File: config.mk
export PLATFORM = sky130hd
export DESIGN_NAME = dcs_top
export DESIGN_NICKNAME = d
export VERILOG_FILES = /design/src/rtl/dcs_pkg.sv /design/src/rtl/dcs_top.sv
export VERILOG_INCLUDE_DIRS = /design/src /design/src/rtl
export SDC_FILE = /design/constraint.sdc
export NUM_CORES = 1
export LEC_CHECK = 0
export BUFFER_PORTS_ARGS = -buffer_cell sky130_fd_sc_hd__buf_4
export CAP_MARGIN = 20
export CORE_ASPECT_RATIO = 2
export CORE_MARGIN = 1
export CORE_UTILIZATION = 58
export CTS_BUF_LIST = sky130_fd_sc_hd__clkbuf_8
export DETAILED_ROUTE_END_ITERATION = 7
export PLACE_DENSITY = 0.82
export REMOVE_ABC_BUFFERS = 1
export SYNTH_ARGS = -nofsm -noshare
export SYNTH_HDL_FRONTEND = slang
export SYNTH_SLANG_ARGS = --single-unit
File: constraint.sdc
create_clock -name clk_i -period 4 [get_ports clk_i]
set_clock_uncertainty 0.2 [all_clocks]
set_input_delay 0.8 -clock clk_i [delete_from_list [all_inputs] [get_ports clk_i]]
set_output_delay 0.8 -clock clk_i [all_outputs]
set_load 0.03 [all_outputs]
File: src/rtl/dcs_map.svh
// Offsets, field positions, reset values and timing counts of the sequencer.
`ifndef DCS_MAP_SVH
`define DCS_MAP_SVH

`define DCS_CLK_MHZ        250
`define DCS_MCLK_PERIOD_US 250
`define DCS_TICK_CYC       (`DCS_CLK_MHZ * `DCS_MCLK_PERIOD_US)
`define DCS_OSC_CYC        8'h10
`define DCS_BCD_MAX        4'h9

`define DCS_REG_CTRL       8'h00
`define DCS_REG_INTERVAL   8'h04
`define DCS_REG_STATUS     8'h08
`define DCS_REG_DIGITS     8'h0C

`define DCS_CTRL_EN        0
`define DCS_CTRL_CONT      1
`define DCS_CTRL_RST_EN    1'b1
`define DCS_CTRL_RST_CONT  1'b0
`define DCS_INTERVAL_RST   16'h0005

`define DCS_ST_PERIOD_LSB  0
`define DCS_ST_MEAS        4
`define DCS_ST_POL         5
`define DCS_ST_ABOVE       6
`define DCS_ST_BCD_LSB     8

`endif

File: src/rtl/dcs_pkg.sv
// Types shared by the digit conversion sequencer.
package dcs_pkg;

   typedef enum logic [0:0] {
      DCS_STORE   = 1'b0,
      DCS_MEASURE = 1'b1
   } dcs_mode_t;

   typedef struct packed {
      logic [15:0]      tick;
      logic             half;
      logic [3:0]       sh;
      dcs_mode_t        mode;
      logic             pend;
      logic [15:0]      scnt;
      logic             a1;
      logic             a2;
      logic             a3;
      logic             above;
      logic             p1;
      logic             p2;
      logic             p3;
      logic             pol_in;
      logic [7:0]       osc;
      logic [3:0]       bcd;
      logic [3:0][3:0]  dig;
      logic             pol;
      logic [9:0]       numeral;
      logic [3:0]       anode;
      logic             zero;
      logic             gate_zero;
      logic             gate_pol;
      logic [2:0]       rem;
      logic             ack;
      logic [31:0]      dat;
      logic             en;
      logic             cont;
      logic [15:0]      interval;
   } dcs_state_t;

endpackage : dcs_pkg

File: src/rtl/dcs_top.sv
// Digit conversion sequencer: timing, counting, display and Wishbone slave.
//
// Contract
// RULE_01: Timing steps through zero period then four digitizing periods.
// RULE_02: Sample request resynchronises the shift register to the zero period.
// RULE_03: Sample oscillator sets measure or storage mode; gates derive from it.
// RULE_04: Pulse oscillator runs only while the front end reports above threshold.
// RULE_05: Counter counts oscillator pulses in BCD during the digitizing period.
// RULE_06: Counter value drives the ladder switch outputs directly.
// RULE_07: Decoder turns the BCD value into one of ten numeral lines.
// RULE_08: Once counting stops, only the tube of that period is strobed.
// RULE_09: Period A feeds tube one, B tube two, through D tube four.
// RULE_10: Remainder is stored at each period end for the next period.
// RULE_11: Polarity latch holds the captured polarity until displayed.
// RULE_12: Digits captured in measure mode, shown from storage in storage mode.
// RULE_13: Master tick every 250 us; halved to step the shift register.
// RULE_14: Zero period is asserted exactly when no digitizing period is active; zero_o is a flop that follows period_o one clock later.
// RULE_15: Polarity detection enabled only in period A during measure mode.
// RULE_16: Counter is cleared at the start of every digitizing period.
// RULE_17: Counter saturates at nine so no invalid BCD code appears.
//
// Design decisions made here: the Wishbone register port and the register offsets.
`timescale 1ns/1ps
`include "dcs_map.svh"

module dcs_top
   import dcs_pkg::*;
#(
   parameter logic [15:0] TICK_CYC = 16'(`DCS_TICK_CYC)
) (
   input  wire logic        clk_i,
   input  wire logic        rst_i,
   input  wire logic        cyc_i,
   input  wire logic        stb_i,
   input  wire logic        we_i,
   input  wire logic [7:0]  adr_i,
   input  wire logic [3:0]  sel_i,
   input  wire logic [31:0] dat_i,
   output logic      [31:0] dat_o,
   output logic             ack_o,
   input  wire logic        above_i,
   input  wire logic        polarity_i,
   output logic      [3:0]  ladder_o,
   output logic      [9:0]  numeral_o,
   output logic      [3:0]  anode_o,
   output logic      [3:0]  period_o,
   output logic             zero_o,
   output logic             measure_o,
   output logic             gate_zero_o,
   output logic             gate_pol_o,
   output logic      [2:0]  remainder_o,
   output logic             polarity_o
);

   dcs_state_t s_r;
   dcs_state_t s_nxt;

   // Index of the active digitizing period; zero period maps to index 0.
   function automatic logic [1:0] period_idx(input logic [3:0] sh);
      logic [1:0] idx;
      idx = 2'h0;
      if (sh[1]) begin
         idx = 2'h1;
      end
      if (sh[2]) begin
         idx = 2'h2;
      end
      if (sh[3]) begin
         idx = 2'h3;
      end
      return idx;
   endfunction : period_idx

   // One-of-ten decode; codes above nine select no line at all, so a
   // corrupted count darkens the tubes instead of lighting a false digit.
   function automatic logic [9:0] numeral_of(input logic [3:0] v);
      logic [9:0] n;
      n = 10'h000;
      case (v) // see RULE_07
         4'h0: begin
            n = 10'h001;
         end
         4'h1: begin
            n = 10'h002;
         end
         4'h2: begin
            n = 10'h004;
         end
         4'h3: begin
            n = 10'h008;
         end
         4'h4: begin
            n = 10'h010;
         end
         4'h5: begin
            n = 10'h020;
         end
         4'h6: begin
            n = 10'h040;
         end
         4'h7: begin
            n = 10'h080;
         end
         4'h8: begin
            n = 10'h100;
         end
         4'h9: begin
            n = 10'h200;
         end
         default: begin
            n = 10'h000;
         end
      endcase
      return n;
   endfunction : numeral_of

   // Second and third synchroniser stages must agree before a pin change
   // is believed; a single-cycle glitch on the pin is thereby ignored.
   function automatic logic agreed(input logic held,
                                   input logic s2,
                                   input logic s3);
      logic v;
      v = held;
      if (s2 == s3) begin
         v = s3;
      end
      return v;
   endfunction : agreed

   // Saturating BCD step; a digit at nine or above keeps its value.
   function automatic logic [3:0] bcd_sat_inc(input logic [3:0] v);
      logic [3:0] r;
      r = v;
      if (v < `DCS_BCD_MAX) begin // see RULE_17
         r = v + 4'h1; // see RULE_05
      end
      return r;
   endfunction : bcd_sat_inc

   // Last value of the sample interval counter; an interval of zero is
   // treated as one so that the counter never has to wrap to end it.
   function automatic logic [15:0] last_step(input logic [15:0] iv);
      logic [15:0] r;
      r = 16'h0000;
      if (iv != 16'h0000) begin
         r = iv - 16'h0001;
      end
      return r;
   endfunction : last_step

   // Walk of the timing register: the zero period leads into A, then the
   // one-hot bit moves on through B, C and D and falls back to zero.
   function automatic logic [3:0] next_shift(input logic [3:0] sh);
      logic [3:0] r;
      r = {sh[2:0], 1'b0};
      if (sh == 4'h0) begin
         r = 4'h1;
      end
      return r;
   endfunction : next_shift

   logic       tick_end;
   logic       step;
   logic       digit_act;
   logic       meas;
   logic       hit;
   logic [1:0] idx;
   logic [3:0] shown;
   logic [31:0] rd;

   always_comb begin
      s_nxt     = s_r;
      meas      = (s_r.mode == DCS_MEASURE);
      idx       = period_idx(s_r.sh);
      digit_act = |s_r.sh;
      tick_end  = (s_r.tick == TICK_CYC - 16'h0001);
      step      = tick_end && s_r.half;
      hit       = cyc_i && stb_i && !s_r.ack;

      // Pin inputs pass three flops; a change counts once two and three agree.
      s_nxt.a1 = above_i;
      s_nxt.a2 = s_r.a1;
      s_nxt.a3 = s_r.a2;
      s_nxt.above = agreed(s_r.above, s_r.a2, s_r.a3);
      s_nxt.p1 = polarity_i;
      s_nxt.p2 = s_r.p1;
      s_nxt.p3 = s_r.p2;
      s_nxt.pol_in = agreed(s_r.pol_in, s_r.p2, s_r.p3);

      // Master tick and the divide-by-two that clocks the shift register.
      s_nxt.tick = tick_end ? 16'h0000 : s_r.tick + 16'h0001; // see RULE_13
      if (tick_end) begin
         s_nxt.half = !s_r.half; // see RULE_13
      end

      s_nxt.rem = 3'h0;
      if (step) begin
         if (!s_r.en) begin
            s_nxt.sh   = 4'h0;
            s_nxt.mode = DCS_STORE;
         end else if (s_r.pend) begin
            // Restart aligned to the master clock at the zero period.
            s_nxt.sh   = 4'h0; // see RULE_02
            s_nxt.mode = DCS_MEASURE; // see RULE_03
            s_nxt.pend = 1'b0;
         end else begin
            s_nxt.sh = next_shift(s_r.sh); // see RULE_01
            if (s_r.sh[3] && !s_r.cont) begin
               s_nxt.mode = DCS_STORE; // see RULE_03
            end
         end
         // Sample interval counted in shift register steps. It sits after
         // the restart so that a request raised on the same step is kept.
         if (s_r.scnt >= last_step(s_r.interval)) begin
            s_nxt.scnt = 16'h0000;
            s_nxt.pend = s_r.en; // see RULE_03
         end else begin
            s_nxt.scnt = s_r.scnt + 16'h0001;
         end
         if (digit_act && meas) begin
            s_nxt.dig[idx] = s_r.bcd; // see RULE_12
            if (!s_r.sh[3]) begin
               // No remainder is kept after the last digit.
               s_nxt.rem[idx] = 1'b1; // see RULE_10
            end
         end
         s_nxt.bcd = 4'h0; // see RULE_16
         s_nxt.osc = 8'h00;
      end else begin
         // Oscillator halts as soon as the front end drops below threshold.
         // The synchroniser delay is far shorter than one oscillator period,
         // so the count cannot run past the digit the front end asks for.
         if (s_r.above && digit_act && meas) begin // see RULE_04
            if (s_r.osc == `DCS_OSC_CYC - 8'h01) begin
               s_nxt.osc = 8'h00;
               s_nxt.bcd = bcd_sat_inc(s_r.bcd); // see RULE_05
            end else begin
               s_nxt.osc = s_r.osc + 8'h01;
            end
         end else begin
            s_nxt.osc = 8'h00; // see RULE_04
         end
      end

      // Gating pulses derived from the mode and the period.
      s_nxt.zero      = !(|s_r.sh); // see RULE_14
      s_nxt.gate_zero = !digit_act && meas; // see RULE_03
      s_nxt.gate_pol  = s_r.sh[0] && meas; // see RULE_15
      if (s_r.sh[0] && meas) begin
         s_nxt.pol = s_r.pol_in; // see RULE_11
      end

      // Measure shows the live count once it stops; storage replays digits.
      s_nxt.anode = 4'h0;
      shown       = s_r.dig[idx];
      if (meas) begin
         shown = s_r.bcd;
         if (!s_r.above) begin
            s_nxt.anode = s_r.sh; // see RULE_08
         end
      end else begin
         s_nxt.anode = s_r.sh; // see RULE_09
      end
      s_nxt.numeral = numeral_of(shown); // see RULE_12

      // Wishbone classic slave: ack one cycle after the strobe, one cycle wide.
      rd = 32'h0000_0000;
      case (adr_i)
         `DCS_REG_CTRL: begin
            rd[`DCS_CTRL_EN]   = s_r.en;
            rd[`DCS_CTRL_CONT] = s_r.cont;
         end
         `DCS_REG_INTERVAL: begin
            rd[15:0] = s_r.interval;
         end
         `DCS_REG_STATUS: begin
            rd[`DCS_ST_PERIOD_LSB +: 4] = s_r.sh;
            rd[`DCS_ST_MEAS]            = meas;
            rd[`DCS_ST_POL]             = s_r.pol;
            rd[`DCS_ST_ABOVE]           = s_r.above;
            rd[`DCS_ST_BCD_LSB +: 4]    = s_r.bcd;
         end
         `DCS_REG_DIGITS: begin
            rd[15:0] = s_r.dig;
         end
         default: begin
            rd = 32'h0000_0000;
         end
      endcase
      s_nxt.ack = hit;
      if (hit) begin
         s_nxt.dat = rd;
         if (we_i && adr_i == `DCS_REG_CTRL && sel_i[0]) begin
            s_nxt.en   = dat_i[`DCS_CTRL_EN];
            s_nxt.cont = dat_i[`DCS_CTRL_CONT];
         end
         if (we_i && adr_i == `DCS_REG_INTERVAL) begin
            if (sel_i[0]) begin
               s_nxt.interval[7:0] = dat_i[7:0];
            end
            if (sel_i[1]) begin
               s_nxt.interval[15:8] = dat_i[15:8];
            end
         end
      end
   end

   // Reset leaves storage mode with the zero period showing; until the first
   // sample request has been served the tubes replay the cleared digits as zero.
   always_ff @(posedge clk_i) begin
      if (rst_i) begin
         s_r          <= '0;
         s_r.mode     <= DCS_STORE;
         s_r.zero     <= 1'b1;
         s_r.en       <= `DCS_CTRL_RST_EN;
         s_r.cont     <= `DCS_CTRL_RST_CONT;
         s_r.interval <= `DCS_INTERVAL_RST;
      end else begin
         s_r <= s_nxt;
      end
   end

   // Every output is a flop of the state record; no gate reaches a pin,
   // which keeps the tube drivers free of decode glitches.
   assign dat_o       = s_r.dat;
   assign ack_o       = s_r.ack;
   assign ladder_o    = s_r.bcd; // see RULE_06
   assign numeral_o   = s_r.numeral;
   assign anode_o     = s_r.anode;
   assign period_o    = s_r.sh;
   assign zero_o      = s_r.zero;
   assign measure_o   = s_r.mode;
   assign gate_zero_o = s_r.gate_zero;
   assign gate_pol_o  = s_r.gate_pol;
   assign remainder_o = s_r.rem;
   assign polarity_o  = s_r.pol;

endmodule : dcs_top

==> metrics.md <==
| Metric | Value |
|---|---|
| First-pass GRT wire length | 25.7 mm |
| # Post-CTS Setup Buffers | 0 |
| Worst setup SP type | flop |
| # IOs | 114 |
| TritonCTS Buffers | 17 |
| Initial antenna violation count | 0 |
| Top cells by area, synth | dfxtp_1 39%, mux2i_1 7.3%, buf_4 6.4%, nor2_1 5.6%, xor2_1 4.3% |
| Final Hold Vio Count | 0 |
| F_max | 272 MHz |
| Core footprint | 11300 um^2 |
| Clock latency on the worst-skew pair | 0.45 ns |
| Slew @ Worst Pin | 0.940 ns |
| RSZ-0062 raised after global routing | false |
| Leak | 3.04 nW |
| Hold path cells | 1 |
| Worst setup path class | reg -> reg |
| Post-synth top area cell | dfxtp_1 |
| Worst r2r src | s_r[8]$_SDFFE_PP0P_ |
| Ys async rst share | 0% |
| Drt pass-1 iters | 7 |
| Routed WL | 15.9 mm |
| Worst Path Arrival | 3.84 ns |
| DR vias/cell | 5.85 |
| Distinct cells, synth | 57 |
| Vias in the first global route | 5447 |
| WP data required | 4.16 ns |
| DP HPWL | 11.4 mm |
| Smallest hold slack | 0.253 ns |
| Reg-to-Reg End | s_r[121]$_SDFFE_PP0P_ |
| Maximum root-to-sink buffer count | 2 |
| # rows | 55 |
| DR vias | 5510 |
| CTS tree | done |
| Sequential area share after synthesis | 39.3% |
| Slew Limit Headroom | 36.8% |
| Main synth FF type | dfxtp_1 |
| Worst setup EP type | flop |
| Reg clk slew, reported paths | 0.08 ns |
| Post-synth EDFFs | 0 |
| H-tree Lvls | 4 |
| Pwr dens | 353 nW/um^2 |
| Hold Path Origin | s_nxt[106]$_SDFF_PP0_ |
| GRT overflow | 0 |
| GRT Total Usage | 27.6% |
| FF+latch count, synth | 131 |
| Clock Sinks | 131 |
| PortBufs | 79 |
| Die width | 77.9 um |
| Final Max Slew Viols | 0 |
| Worst r2r path cells | 13 |
| Status | finished clean |
| Final Cycle Share | 91.9% |
| Fin nets | 861 |
| RePlAce Congestion | 0.918 |
| ANT cells | 0 |
| Routed Antenna Nets | 0 |
| Top cell type's share of synthesized area | 39.3% |
| Post-CTS Resized | 0 |
| Largest net degree at the start of global routing | 49 |
| WL per Instance | 16.8 um |
| Hold_buf cts | 0 |
| Share of cells above drive strength 1 | 16.4% |
| # DRC | 0 |
| Setup TNS | 0 ns |
| Peak VDD IR | 0.000269 V |
| DRC marker count from the first detailed-route iteration | 349 |
| Cells after Synth | 767 |
| Hold/Removal Path Class | reg -> reg |
| Area Growth Syn to Fin | 9.89% |
| Starting density of the core | 59.2% |
| Max-cap viol count | 0 |
| Synth warn | 0 |
| Die Height | 154 um |
| Setup slack, reg-to-reg | 0.32 ns |
| Sink of the worst hold path | s_nxt[105]$_SDFF_PP0_ |
| Post-synthesis cell area | 6680 um^2 |
| Final setup viols | 0 |
| Mean post-synth cell area | 8.71 um^2 |
| Minimum clock period | 3.68 ns |
| Root buf cell | clkbuf_8 |
| Worst-path maximum fanout | 15 |
| Die footprint | 12000 um^2 |
[where the power goes]
group	internal, mW	switching [mW]	total (mW)
Clock	0.571	0.575	1.15
Combinational	0.0424	0.0803	0.123
Sequential	1.31	0.00956	1.32
[logic make-up (layout without fill, tap and decap cells)]
family                     count (synthesis)  in the layout  synth area share (%)
and+or+nand+nor                          307            307                  22.6
DFF                                      131            131                  39.3
buffers and inverters                    115            133                  10.1
AOI/OAI and AO/OA                         90             90                  9.18
muxes                                     51             51                  8.02
xor gates and xnor gates                  49             49                  6.43
adders and majority gates                 23             23                  4.31
other                                      1             16                0.0562
[how the worst max path moves through the flow]
stage	from	to	slack, ns	depth (start not counted)
2_1_floorplan	s_r[8]$_SDFFE_PP0P_	s_r[108]$_SDFFE_PP0P_	0.52	9
3_3_place_gp	s_r[8]$_SDFFE_PP0P_	s_r[115]$_SDFFE_PP0P_	0.46	13
3_5_place_dp	s_r[8]$_SDFFE_PP0P_	s_r[113]$_SDFFE_PP0P_	0.34	13
4_1_cts	s_r[8]$_SDFFE_PP0P_	s_r[113]$_SDFFE_PP0P_	0.31	13
5_1_grt	s_r[8]$_SDFFE_PP0P_	s_r[113]$_SDFFE_PP0P_	0.09	13
6_report	s_r[8]$_SDFFE_PP0P_	s_r[121]$_SDFFE_PP0P_	0.32	13
[critical path, cell delays in order (launching register included)]
cell,delay (ns)
dfxtp_1,0.40
or4_1,0.61
nor4_1,0.21
buf_4,0.18
nand3_1,0.23
buf_4,0.28
nand2_1,0.06
ha_1,0.24
a21oi_1,0.13
o21ai_0,0.10
a21oi_1,0.36
o21ai_1,0.13
buf_4,0.21
a211oi_1,0.25
[metrics by stage]
step	util [%]	cells	setup WS [ns]	total power, mW	cell area (um^2)
detailed placement	61.4	910	0.343	1.47	6930
finish	65.0	942	0.323	2.59	7340
CTS	65.0	942	0.314	2.61	7340
global route	65.0	942	0.0930	2.67	7340
floorplan	-	684	0.518	1.41	6120
global placement	61.4	910	0.458	1.47	6930
[cell usage after synthesis, types with 2 or more instances]
| cell | number |
|---|---|
| nor3b_1 | 5 |
| buf_4 | 57 |
| a22oi_1 | 17 |
| nor2_2 | 8 |
| o21ai_0 | 14 |
| clkbuf_1 | 33 |
| a21oi_1 | 17 |
| a211oi_1 | 17 |
| mux2i_1 | 49 |
| and4b_1 | 2 |
| xor2_1 | 33 |
| nand4_1 | 18 |
| xnor2_1 | 16 |
| buf_2 | 5 |
| o31a_1 | 4 |
| ha_1 | 23 |
| and3_1 | 12 |
| nor2_1 | 99 |
| nand2b_1 | 8 |
| nand3b_1 | 3 |
| o31ai_1 | 2 |
| nand3_1 | 29 |
| inv_1 | 16 |
| o211ai_1 | 3 |
| o21a_1 | 2 |
| mux4_2 | 2 |
| and4_1 | 3 |
| nand2_1 | 63 |
| or2_2 | 2 |
| dfxtp_1 | 131 |
| buf_6 | 3 |
| a31oi_1 | 2 |
| nor4b_1 | 3 |
| and2_1 | 8 |
| or3_1 | 2 |
| nor2b_1 | 12 |
| or4_1 | 2 |
| nor4_1 | 11 |
| nor3_1 | 13 |
[registers in the layout (all words and copies together) (netlist names)]
signal       cells
polarity_o       1
gate_pol_o       1
ack_o            1
ladder_o         4
s_r             80
zero_o           1
gate_zero_o      1
measure_o        1
s_nxt            4
remainder_o      3
dat_o           16
numeral_o       10
anode_o          4
period_o         4
[cell type report]
type / count / area, um^2
inverter: 17 / 63.8
fill: 970 / 3950
sequential: 131 / 2620
multi-input combinational: 536 / 3440
tap: 142 / 178
clock inverter: 15 / 173
clock buffer: 17 / 234
timing repair buffer: 84 / 631
[per-layer routing]
metal  track usage (%)  share of wire [%]  wire length [um]  vias up
li1                  -                  -                 -     2616
met1              26.1                 35              5610     2639
met2              51.1                 54              8630      193
met3              5.64                4.5               707       62
met4              19.8                5.8               918        0
met5                 0                  0                 0        -
[layout by cell type, fill, tap and decap left out, drive strengths merged, types with 18 or more instances in the layout]
cell type  Yosys  layout
dfxtp        131     131
ha            23      23
nand4         18      18
nand2         63      63
mux2i         49      49
buf           65      84
xor2          33      33
inv           16      22
nand3         29      29
nor2         107     107
No activity file was read; power rests on OpenSTA's default activity.
